## config.mk

```make
export PLATFORM = sky130hd
export DESIGN_NAME = ioad_decoder_flat
export DESIGN_NICKNAME = d
export VERILOG_FILES = /design/src/design/ioad_pkg.sv /design/src/design/ioad_bus_if.sv /design/src/design/ioad_decoder.sv /design/src/flat_wrapper.sv
export SDC_FILE = /design/constraint.sdc
export NUM_CORES = 1
export LEC_CHECK = 0
export BUFFER_PORTS_ARGS = -buffer_cell sky130_fd_sc_hd__buf_2
export CORE_ASPECT_RATIO = 2
export CORE_UTILIZATION = 30
export CTS_CLUSTER_DIAMETER = 80
export DETAILED_ROUTE_END_ITERATION = 12
export GPL_TIMING_DRIVEN = 0
export PLACE_DENSITY = 0.64
export SYNTH_ARGS = -nofsm -noshare
export SYNTH_HDL_FRONTEND = slang
export SYNTH_SLANG_ARGS = --single-unit
```

## constraint.sdc

```tcl
create_clock -name clock -period 0.9 [get_ports clock]
set_clock_uncertainty 0.15 [all_clocks]
set_input_delay 0.135 -clock clock [delete_from_list [all_inputs] [get_ports clock]]
set_output_delay 0.135 -clock clock [all_outputs]
set_load 0.005 [all_outputs]
```

## src/design/ioad_pkg.sv

```systemverilog
// Purpose : shared constants and types for the port address decoder pair
// Assumes : 8-bit data bus, 16-bit byte address, one 20 MHz clock
// Notes   : both ends and the bench reach these as ioad_pkg::name
`default_nettype none

package ioad_pkg;
    // =========================================================
    // bus geometry
    localparam int ADDR_W       = 16;
    localparam int DATA_W       = 8;
    localparam int MEM_BYTES    = 65536;   // whole byte space
    localparam int MAPPED_BYTES = 32768;   // memory left when mapped
    localparam int IO_FLAG_BIT  = 15;      // high bit marks I/O space
    // =========================================================
    // port and enable fields
    localparam int PORT_SEL_W   = 2;       // port inside one device
    localparam int ENABLE_LSB   = 2;       // first enable bit
    localparam int ISO_DEVS     = 6;       // linear, isolated space
    localparam int MM_DEVS      = 13;      // linear, mapped space
    localparam int ISO_FIELD_W  = ISO_DEVS;
    localparam int MM_FIELD_W   = MM_DEVS;
    // =========================================================
    // cycle timing
    localparam int CLK_PERIOD_NS = 50;
    localparam int STROBE_CYCLES = 2;      // T3 length in clocks
    localparam logic [7:0] RESET_BYTE = 8'h00;

    // addressing style of the system
    typedef enum logic { IOAD_ISOLATED, IOAD_MAPPED } ioad_map_t;
    // how a device enable is formed
    typedef enum logic { IOAD_EXCLUSIVE, IOAD_LINEAR } ioad_sel_t;
    // transfers the processor end can run
    typedef enum logic [2:0] {
        IOAD_MEM_READ, IOAD_MEM_WRITE, IOAD_PORT_IN, IOAD_PORT_OUT,
        IOAD_PAIR_READ, IOAD_PAIR_WRITE
    } ioad_op_t;
endpackage : ioad_pkg

`default_nettype wire

```

## src/design/ioad_bus_if.sv

```systemverilog
// Purpose : processor address, data and control bus between both ends
// Assumes : both ends on one clock; no clocking block
// Notes   : strobes are active-high levels held for the whole of T3
`default_nettype none

interface ioad_bus_if;
    // =========================================================
    // address and data
    logic [ioad_pkg::ADDR_W-1:0] addr;
    logic [ioad_pkg::DATA_W-1:0] wdata;
    logic [ioad_pkg::DATA_W-1:0] rdata;
    // =========================================================
    // control strobes
    logic                        memory_read_strobe;
    logic                        memory_write_strobe;
    logic                        io_read_strobe;
    logic                        io_write_strobe;

    // processor end drives address, write data and strobes
    modport cpu (
        output addr, wdata, memory_read_strobe, memory_write_strobe,
               io_read_strobe, io_write_strobe,
        input  rdata
    );
    // decoder end answers with read data
    modport dec (
        input  addr, wdata, memory_read_strobe, memory_write_strobe,
               io_read_strobe, io_write_strobe,
        output rdata
    );
endinterface : ioad_bus_if

`default_nettype wire

```

## src/design/ioad_decoder.sv

```systemverilog
// Purpose : port address decoder; device enables and qualified strobes
// Assumes : strobes and address come from logic on the same clock
// Notes   : every output lags the bus by one clock
//
// Contract
// exclusive mode decodes address to one enable
// linear mode: one address bit per device
// isolated linear: port byte gives six enables
// mapped linear: address gives thirteen enables
// any memory access reaches a mapped port
// byte space with unique 16-bit addresses
// bit 0 least, bit 7 most significant
// instruction bytes successive, first byte addresses
// mapped mode: high address bit flags I/O
// memory and I/O differ only by strobes
// enable only under matching strobe and address
// software sets exactly one linear enable bit
`default_nettype none

module ioad_decoder #(
    parameter int NUM_DEV = ioad_pkg::MM_DEVS
) (
    // clock and reset
    input  wire logic                          clock,
    input  wire logic                          rst_n,
    // configuration straps, same clock
    input  wire ioad_pkg::ioad_map_t           map_mode,
    input  wire ioad_pkg::ioad_sel_t           select_mode,
    // peripheral side
    output logic [NUM_DEV-1:0]                 device_enable,
    output logic [ioad_pkg::PORT_SEL_W-1:0]    port_select,
    output logic                               port_read_strobe,
    output logic                               port_write_strobe,
    output logic [ioad_pkg::DATA_W-1:0]        port_write_data,
    input  wire logic [ioad_pkg::DATA_W-1:0]   port_read_data,
    // memory side
    output logic                               memory_select,
    output logic                               memory_read,
    output logic                               memory_write,
    output logic [ioad_pkg::ADDR_W-1:0]        memory_address,
    input  wire logic [ioad_pkg::DATA_W-1:0]   memory_read_data,
    // status
    output logic                               select_conflict,
    output logic                               decode_miss,
    // processor bus
    ioad_bus_if.dec                            bus
);
    // =========================================================
    // cycle classification
    logic                        any_mem, any_io, io_flag;
    logic                        io_cycle, mem_cycle, rd_cycle, wr_cycle;

    // isolated: memory and I/O differ only by strobes; mapped: the high address bit tells them apart
    always_comb begin
        any_mem   = bus.memory_read_strobe | bus.memory_write_strobe;
        any_io    = bus.io_read_strobe | bus.io_write_strobe;
        io_flag   = bus.addr[ioad_pkg::IO_FLAG_BIT];
        if (map_mode == ioad_pkg::IOAD_MAPPED) begin
            io_cycle  = any_mem & io_flag;
            mem_cycle = any_mem & ~io_flag;
            rd_cycle  = bus.memory_read_strobe;
            wr_cycle  = bus.memory_write_strobe;
        end else begin
            io_cycle  = any_io;
            mem_cycle = any_mem;
            rd_cycle  = bus.io_read_strobe | bus.memory_read_strobe;
            wr_cycle  = bus.io_write_strobe | bus.memory_write_strobe;
        end
    end

    // =========================================================
    // enable field extraction
    logic [ioad_pkg::MM_FIELD_W-1:0] field;
    logic [NUM_DEV-1:0]              raw_linear, raw_excl;
    logic                            linear_ok;
    logic [ioad_pkg::MM_FIELD_W-1:0] dev_index;

    // isolated space uses only the port byte, bit 0 = lowest
    always_comb begin
        field = '0;
        if (map_mode == ioad_pkg::IOAD_MAPPED) begin
            field = bus.addr[ioad_pkg::ENABLE_LSB +:
                             ioad_pkg::MM_FIELD_W];
        end else begin
            field[ioad_pkg::ISO_FIELD_W-1:0] =
                bus.addr[ioad_pkg::ENABLE_LSB +:
                         ioad_pkg::ISO_FIELD_W];
        end
        dev_index = field;
    end

    // linear: each bit enables its own device, nothing decoded
    always_comb begin
        raw_linear = '0;
        for (int i = 0; i < NUM_DEV; i++) begin
            if (i < ioad_pkg::MM_FIELD_W) begin
                raw_linear[i] = field[i];
            end
        end
        // two bits at once would put two devices on the data bus
        linear_ok = $onehot(raw_linear);
    end

    // exclusive: the field is a binary device number
    always_comb begin
        raw_excl = '0;
        for (int i = 0; i < NUM_DEV; i++) begin
            if (dev_index == ioad_pkg::MM_FIELD_W'(i)) begin
                raw_excl[i] = 1'b1;
            end
        end
    end

    // =========================================================
    // registered outputs
    logic [NUM_DEV-1:0]               next_enable;
    logic [ioad_pkg::PORT_SEL_W-1:0]  next_port_select;
    logic                             next_prd, next_pwr;
    logic [ioad_pkg::DATA_W-1:0]      next_pwdata;
    logic                             next_msel, next_mrd, next_mwr;
    logic [ioad_pkg::ADDR_W-1:0]      next_maddr;
    logic [ioad_pkg::DATA_W-1:0]      next_rdata, rdata_q;
    logic                             next_conflict, next_miss;

    always_comb begin
        next_enable      = '0;
        next_port_select = bus.addr[ioad_pkg::PORT_SEL_W-1:0];
        next_prd         = 1'b0;
        next_pwr         = 1'b0;
        next_pwdata      = bus.wdata;
        next_msel        = 1'b0;
        next_mrd         = 1'b0;
        next_mwr         = 1'b0;
        next_maddr       = bus.addr;
        next_rdata       = rdata_q;
        next_conflict    = 1'b0;
        next_miss        = 1'b0;
        if (io_cycle) begin
            if (select_mode == ioad_pkg::IOAD_LINEAR) begin
                if (linear_ok) begin
                    next_enable = raw_linear;
                end else begin
                    next_conflict = |raw_linear;
                    next_miss     = ~|raw_linear;
                end
            end else begin
                next_enable = raw_excl;
                next_miss   = ~|raw_excl;
            end
            // strobes only pass when some device is enabled
            next_prd   = rd_cycle & |next_enable;
            next_pwr   = wr_cycle & |next_enable;
            if (rd_cycle) begin
                next_rdata = port_read_data;
            end
        end else if (mem_cycle) begin
            next_msel  = 1'b1;
            next_mrd   = rd_cycle;
            next_mwr   = wr_cycle;
            if (rd_cycle) begin
                next_rdata = memory_read_data;
            end
        end
    end

    // registers only
    always_ff @(posedge clock or negedge rst_n) begin
        if (!rst_n) begin
            device_enable     <= '0;
            port_select       <= '0;
            port_read_strobe  <= 1'b0;
            port_write_strobe <= 1'b0;
            port_write_data   <= ioad_pkg::RESET_BYTE;
            memory_select     <= 1'b0;
            memory_read       <= 1'b0;
            memory_write      <= 1'b0;
            memory_address    <= '0;
            rdata_q           <= ioad_pkg::RESET_BYTE;
            select_conflict   <= 1'b0;
            decode_miss       <= 1'b0;
        end else begin
            device_enable     <= next_enable;
            port_select       <= next_port_select;
            port_read_strobe  <= next_prd;
            port_write_strobe <= next_pwr;
            port_write_data   <= next_pwdata;
            memory_select     <= next_msel;
            memory_read       <= next_mrd;
            memory_write      <= next_mwr;
            memory_address    <= next_maddr;
            rdata_q           <= next_rdata;
            select_conflict   <= next_conflict;
            decode_miss       <= next_miss;
        end
    end

    // read data held until the next read cycle replaces it
    assign bus.rdata = rdata_q;
endmodule : ioad_decoder

`default_nettype wire

```

## src/flat_wrapper.sv

```systemverilog
// flat-port wrapper written by rule: the top's interface ports become plain ports
module ioad_decoder_flat 
#(
    parameter int NUM_DEV = ioad_pkg::MM_DEVS
)
  (clock, rst_n, map_mode, select_mode, device_enable, port_select, port_read_strobe, port_write_strobe, port_write_data, port_read_data, memory_select, memory_read, memory_write, memory_address, memory_read_data, select_conflict, decode_miss, bus_addr, bus_wdata, bus_memory_read_strobe, bus_memory_write_strobe, bus_io_read_strobe, bus_io_write_strobe, bus_rdata);
  ioad_bus_if bus_i ();
  input  wire logic clock;
  input  wire logic rst_n;
  input  wire ioad_pkg::ioad_map_t map_mode;
  input  wire ioad_pkg::ioad_sel_t select_mode;
  output logic [NUM_DEV-1:0] device_enable;
  output logic [ioad_pkg::PORT_SEL_W-1:0] port_select;
  output logic port_read_strobe;
  output logic port_write_strobe;
  output logic [ioad_pkg::DATA_W-1:0] port_write_data;
  input  wire logic [ioad_pkg::DATA_W-1:0] port_read_data;
  output logic memory_select;
  output logic memory_read;
  output logic memory_write;
  output logic [ioad_pkg::ADDR_W-1:0] memory_address;
  input  wire logic [ioad_pkg::DATA_W-1:0] memory_read_data;
  output logic select_conflict;
  output logic decode_miss;
  input wire logic [$bits(bus_i.addr)-1:0] bus_addr;
  input wire logic [$bits(bus_i.wdata)-1:0] bus_wdata;
  input wire logic [$bits(bus_i.memory_read_strobe)-1:0] bus_memory_read_strobe;
  input wire logic [$bits(bus_i.memory_write_strobe)-1:0] bus_memory_write_strobe;
  input wire logic [$bits(bus_i.io_read_strobe)-1:0] bus_io_read_strobe;
  input wire logic [$bits(bus_i.io_write_strobe)-1:0] bus_io_write_strobe;
  output wire logic [$bits(bus_i.rdata)-1:0] bus_rdata;
  assign bus_i.addr = bus_addr;
  assign bus_i.wdata = bus_wdata;
  assign bus_i.memory_read_strobe = bus_memory_read_strobe;
  assign bus_i.memory_write_strobe = bus_memory_write_strobe;
  assign bus_i.io_read_strobe = bus_io_read_strobe;
  assign bus_i.io_write_strobe = bus_io_write_strobe;
  assign bus_rdata = bus_i.rdata;
  ioad_decoder #(.NUM_DEV(NUM_DEV)) u_core (.clock(clock), .rst_n(rst_n), .map_mode(map_mode), .select_mode(select_mode), .device_enable(device_enable), .port_select(port_select), .port_read_strobe(port_read_strobe), .port_write_strobe(port_write_strobe), .port_write_data(port_write_data), .port_read_data(port_read_data), .memory_select(memory_select), .memory_read(memory_read), .memory_write(memory_write), .memory_address(memory_address), .memory_read_data(memory_read_data), .select_conflict(select_conflict), .decode_miss(decode_miss), .bus(bus_i));
endmodule
```

==> key figures <==
Run status
  • Status: finished with violations
  • Failing checks: negative hold slack, negative setup slack

Pwr
  • Design Power: 6760 µW
  • Worst ir drop on vdd: 0.862 mV
  • Leakage: 0.00195 µW
  • P per Cell Area: 1770 nW/µm²

Timing
  • Fin. max-slew vios: 0
  • Minimum clock period: 4.18 ns
  • Worst rel slew slack: 58.2%
  • Hold Slack: -0.292 ns
  • Fin. Hold Viols: 60
  • RSZ-0062 raised after global routing: yes
  • Fmax: 0.239 GHz
  • Slew of the pin with the lowest slew margin: 0.626 ns
  • Fin worst setup slack: -3.28 ns
  • Setup-failing EPs final: 79
  • Period utilization: 464%
  • TNS Setup: -64.22 ns

Synthesis
  • Ys flop type: dfrtp_1
  • Synthesis Warnings: 0
  • Syn nets: 293
  • Mapped Cells: 221
  • Avg Cell Area, Syn: 11.4 µm²
  • Synth async-reset ratio: 100%
  • Distinct cell type count after synthesis: 40
  • Register area share after synthesis: 51.5%
  • Number of synthesized flops with an enable pin: 0
  • Mapped cell area: 2530 µm²
  • Register bit total from synthesis: 52

Worst setup path
  • Crit path max fanout: 4
  • CP endpoint: u_core.port_write_strobe
  • Arr. time, crit path: 4.18 ns
  • Cell repeated most along the worst path: fa_1
  • R2R Path End: u_core.bus.rdata[1]
  • Class of the most critical setup path: input port to flip-flop
  • Worst path top cell family by delay: adder cells
  • Worst reg-to-reg setup slack: 0.03 ns
  • CP cell instances: buf_12, clkbuf_16, and2_4, ha_4, inv_2, fa_1, fa_1, fa_1, fa_2, fa_1, nor3b_2, nand4b_1, buf_4, nand3_2, a221oi_2, a311oi_1
  • Setup crit start kind: input port
  • Crit path required time: 0.90 ns
  • Buf+Inv Stages, Crit Path: 4
  • R2R Path Start: u_core.bus.rdata[1]
  • Register-to-Register Path Depth: 3
  • Critical Path Max Stage Delay: 0.52 ns
  • Crit path launch: map_mode
  • CP max-delay cell: fa_1
  • Worst setup EP type: flip-flop
  • CP Depth: 16

Clocking
  • TritonCTS Buffers: 5
  • Root Driver: clkbuf_16
  • Post-CTS Hold Fix Bufs: 24
  • Clock sinks: 52
  • Clock Pin Slew Worst Setup and Hold Paths: 0.07 ns
  • CTS tree: yes
  • CTS Buffer Depth: 2
  • Worst-Skew Late Latency: 0.29 ns
  • Htree depth: 2

Floorplanning
  • Die Footprint: 8820 µm²
  • Die width: 66.9 µm
  • Core Area: 8230 µm²
  • Std cell rows: 47
  • Top-level port count: 102
  • Die Y: 132 µm
  • Initial Util: 30.7%

Drt
  • TritonRoute pass-1 iters: 4
  • Total number of vias: 2212
  • Drt wl/cell: 15.3 µm
  • Antenna viol nets, final: 0
  • Final wirelength: 7.12 mm
  • Initial drt markers: 70
  • Number of remaining DRC errors: 0
  • Vias per cell: 4.76

Global routing
  • Largest net degree at the start of global routing: 53
  • GRT overflow: 0
  • Global-route wire length before repair: 11.3 mm
  • GRT Overall Usage: 17.5%
  • Number of global-route vias before repair: 2426
  • Initial antenna violation count: 0

Cells and area
  • Fill cell count: 777
  • Area of the multi-input gates: 1170 µm²
  • Final net count: 438
  • Area Overhead vs Synth: 51.4%
  • Final instance area: 3830 µm²
  • Sequential standard cell area: 1300 µm²
  • Antenna Cells: 0
  • Layout cell share with drive strength beyond 1: 41.7%

Place
  • Port-buffer cells: 100
  • Post-Place Setup Slack: -3.77 ns
  • Post-DP HPWL: 5.37 mm
  • Placed inst area: 3200 µm²
  • Routability cong.: 0.894

Flow run
  • MaxCap Viol Count: 0

Worst hold path
  • Min-Delay Path Class: input port to asynchronous set/reset pin
layout by cell type (no fill, tap or decap), types with 4 or more instances in the layout:
| cell | synthesis | final |
|---|---|---|
| a21oi_1 | 8 | 5 |
| a22oi_1 | 5 | 5 |
| a32oi_1 | 6 | 5 |
| buf_2 | 2 | 99 |
| buf_4 | 3 | 14 |
| buf_6 | 2 | 8 |
| clkbuf_16 | 0 | 6 |
| dfrtp_1 | 52 | 52 |
| dlygate4sd3_1 | 0 | 24 |
| fa_1 | 8 | 7 |
| ha_1 | 16 | 15 |
| inv_1 | 24 | 23 |
| mux2i_1 | 8 | 8 |
| nand2_1 | 16 | 15 |
| nand3_1 | 6 | 5 |
| nor2_1 | 15 | 14 |
| o21ai_0 | 12 | 8 |
| o21ai_1 | 0 | 4 |
sequential cells by signal (all words and copies together), names as in the netlist, 8 cells and up:
name                    count
u_core.bus.rdata            8
u_core.device_enable       13
u_core.memory_address      15
u_core.port_write_data      8
where the power goes:
group | switching (µW) | total, µW | internal, µW
clock | 798 | 2120 | 1320
sequential | 53.2 | 2580 | 2520
combinational | 1030 | 2070 | 1030
per-layer routing:
layer	wire length, µm	global-route usage (%)	vias to the layer above
met1	2080	14.1	1068
li1	-	-	1043
met2	4260	34.6	74
met5	0	0	-
met4	453	13.7	0
met3	326	1.64	27
kinds of logic (layout without fill, tap and decap cells):
kind of cell	Yosys count	after routing	share of synthesized area, %
simple gates	57	57	11.8
flops	52	52	51.5
compound gates	45	45	12.5
buf+inv	33	179	6.04
fa+ha+maj	24	24	14.3
mux	8	8	3.17
xor+xnor	2	2	0.693
stage by stage:
| stage | cells | utilization, % |
|---|---|---|
| after floorplan | 221 | - |
| after global placement | 419 | 38.8 |
| after detailed placement | 419 | 38.8 |
| after CTS | 463 | 46.0 |
| after global routing | 465 | 46.5 |
| final | 465 | 46.5 |
worst min-delay path by stage:
| stage | cells past startpoint | slack (ns) | end | startpoint |
|---|---|---|---|---|
| floorplan | 0 | -0.31 | u_core.bus.rdata[0] | rst_n |
| detailed placement | 1 | 0.09 | u_core.port_select[0] | bus_addr[0] |
| global placement | 1 | 0.09 | u_core.port_select[0] | bus_addr[0] |
| finish | 1 | -0.29 | u_core.memory_address[2] | rst_n |
| CTS | 1 | -0.27 | u_core.memory_address[2] | rst_n |
| global route | 1 | -0.24 | u_core.memory_address[2] | rst_n |
area by class of cell:
class                           count  share of cell area (%)
Tap cell                           98                    3.20
Clock buffer                        6                    3.37
Inverter                           24                    2.35
Sequential cell                    52                    34.0
Buffer                              9                    2.81
Timing Repair Buffer              138                    22.7
Clock inverter                      2                    1.01
Multi-Input combinational cell    136                    30.5
cells in the mapped netlist, drive strengths merged, types with 3 or more instances:
library cell	number	share of area [%]
inv	24	3.6
nand3	6	1.2
dfrtp	52	51
nor2	15	2.2
a22oi	5	1.5
and2	3	0.79
mux2i	8	3.2
fa	8	6.3
ha	16	7.9
nor3	3	0.59
buf	7	2.2
a21oi	8	1.6
a32oi	7	2.7
nand2	16	2.4
o21ai	12	2.4
nor3b	3	1.3
a311oi	3	1.0
timing repair:
item | CTS | global route
resized for setup | 18 | 11
pin swaps | 7 | 3
buffers inserted | 12 | 2
endpoints found under the hold margin | 82 | 53
endpoints found under the setup margin | 131 | 80
Power figures use the tool's default switching activity.
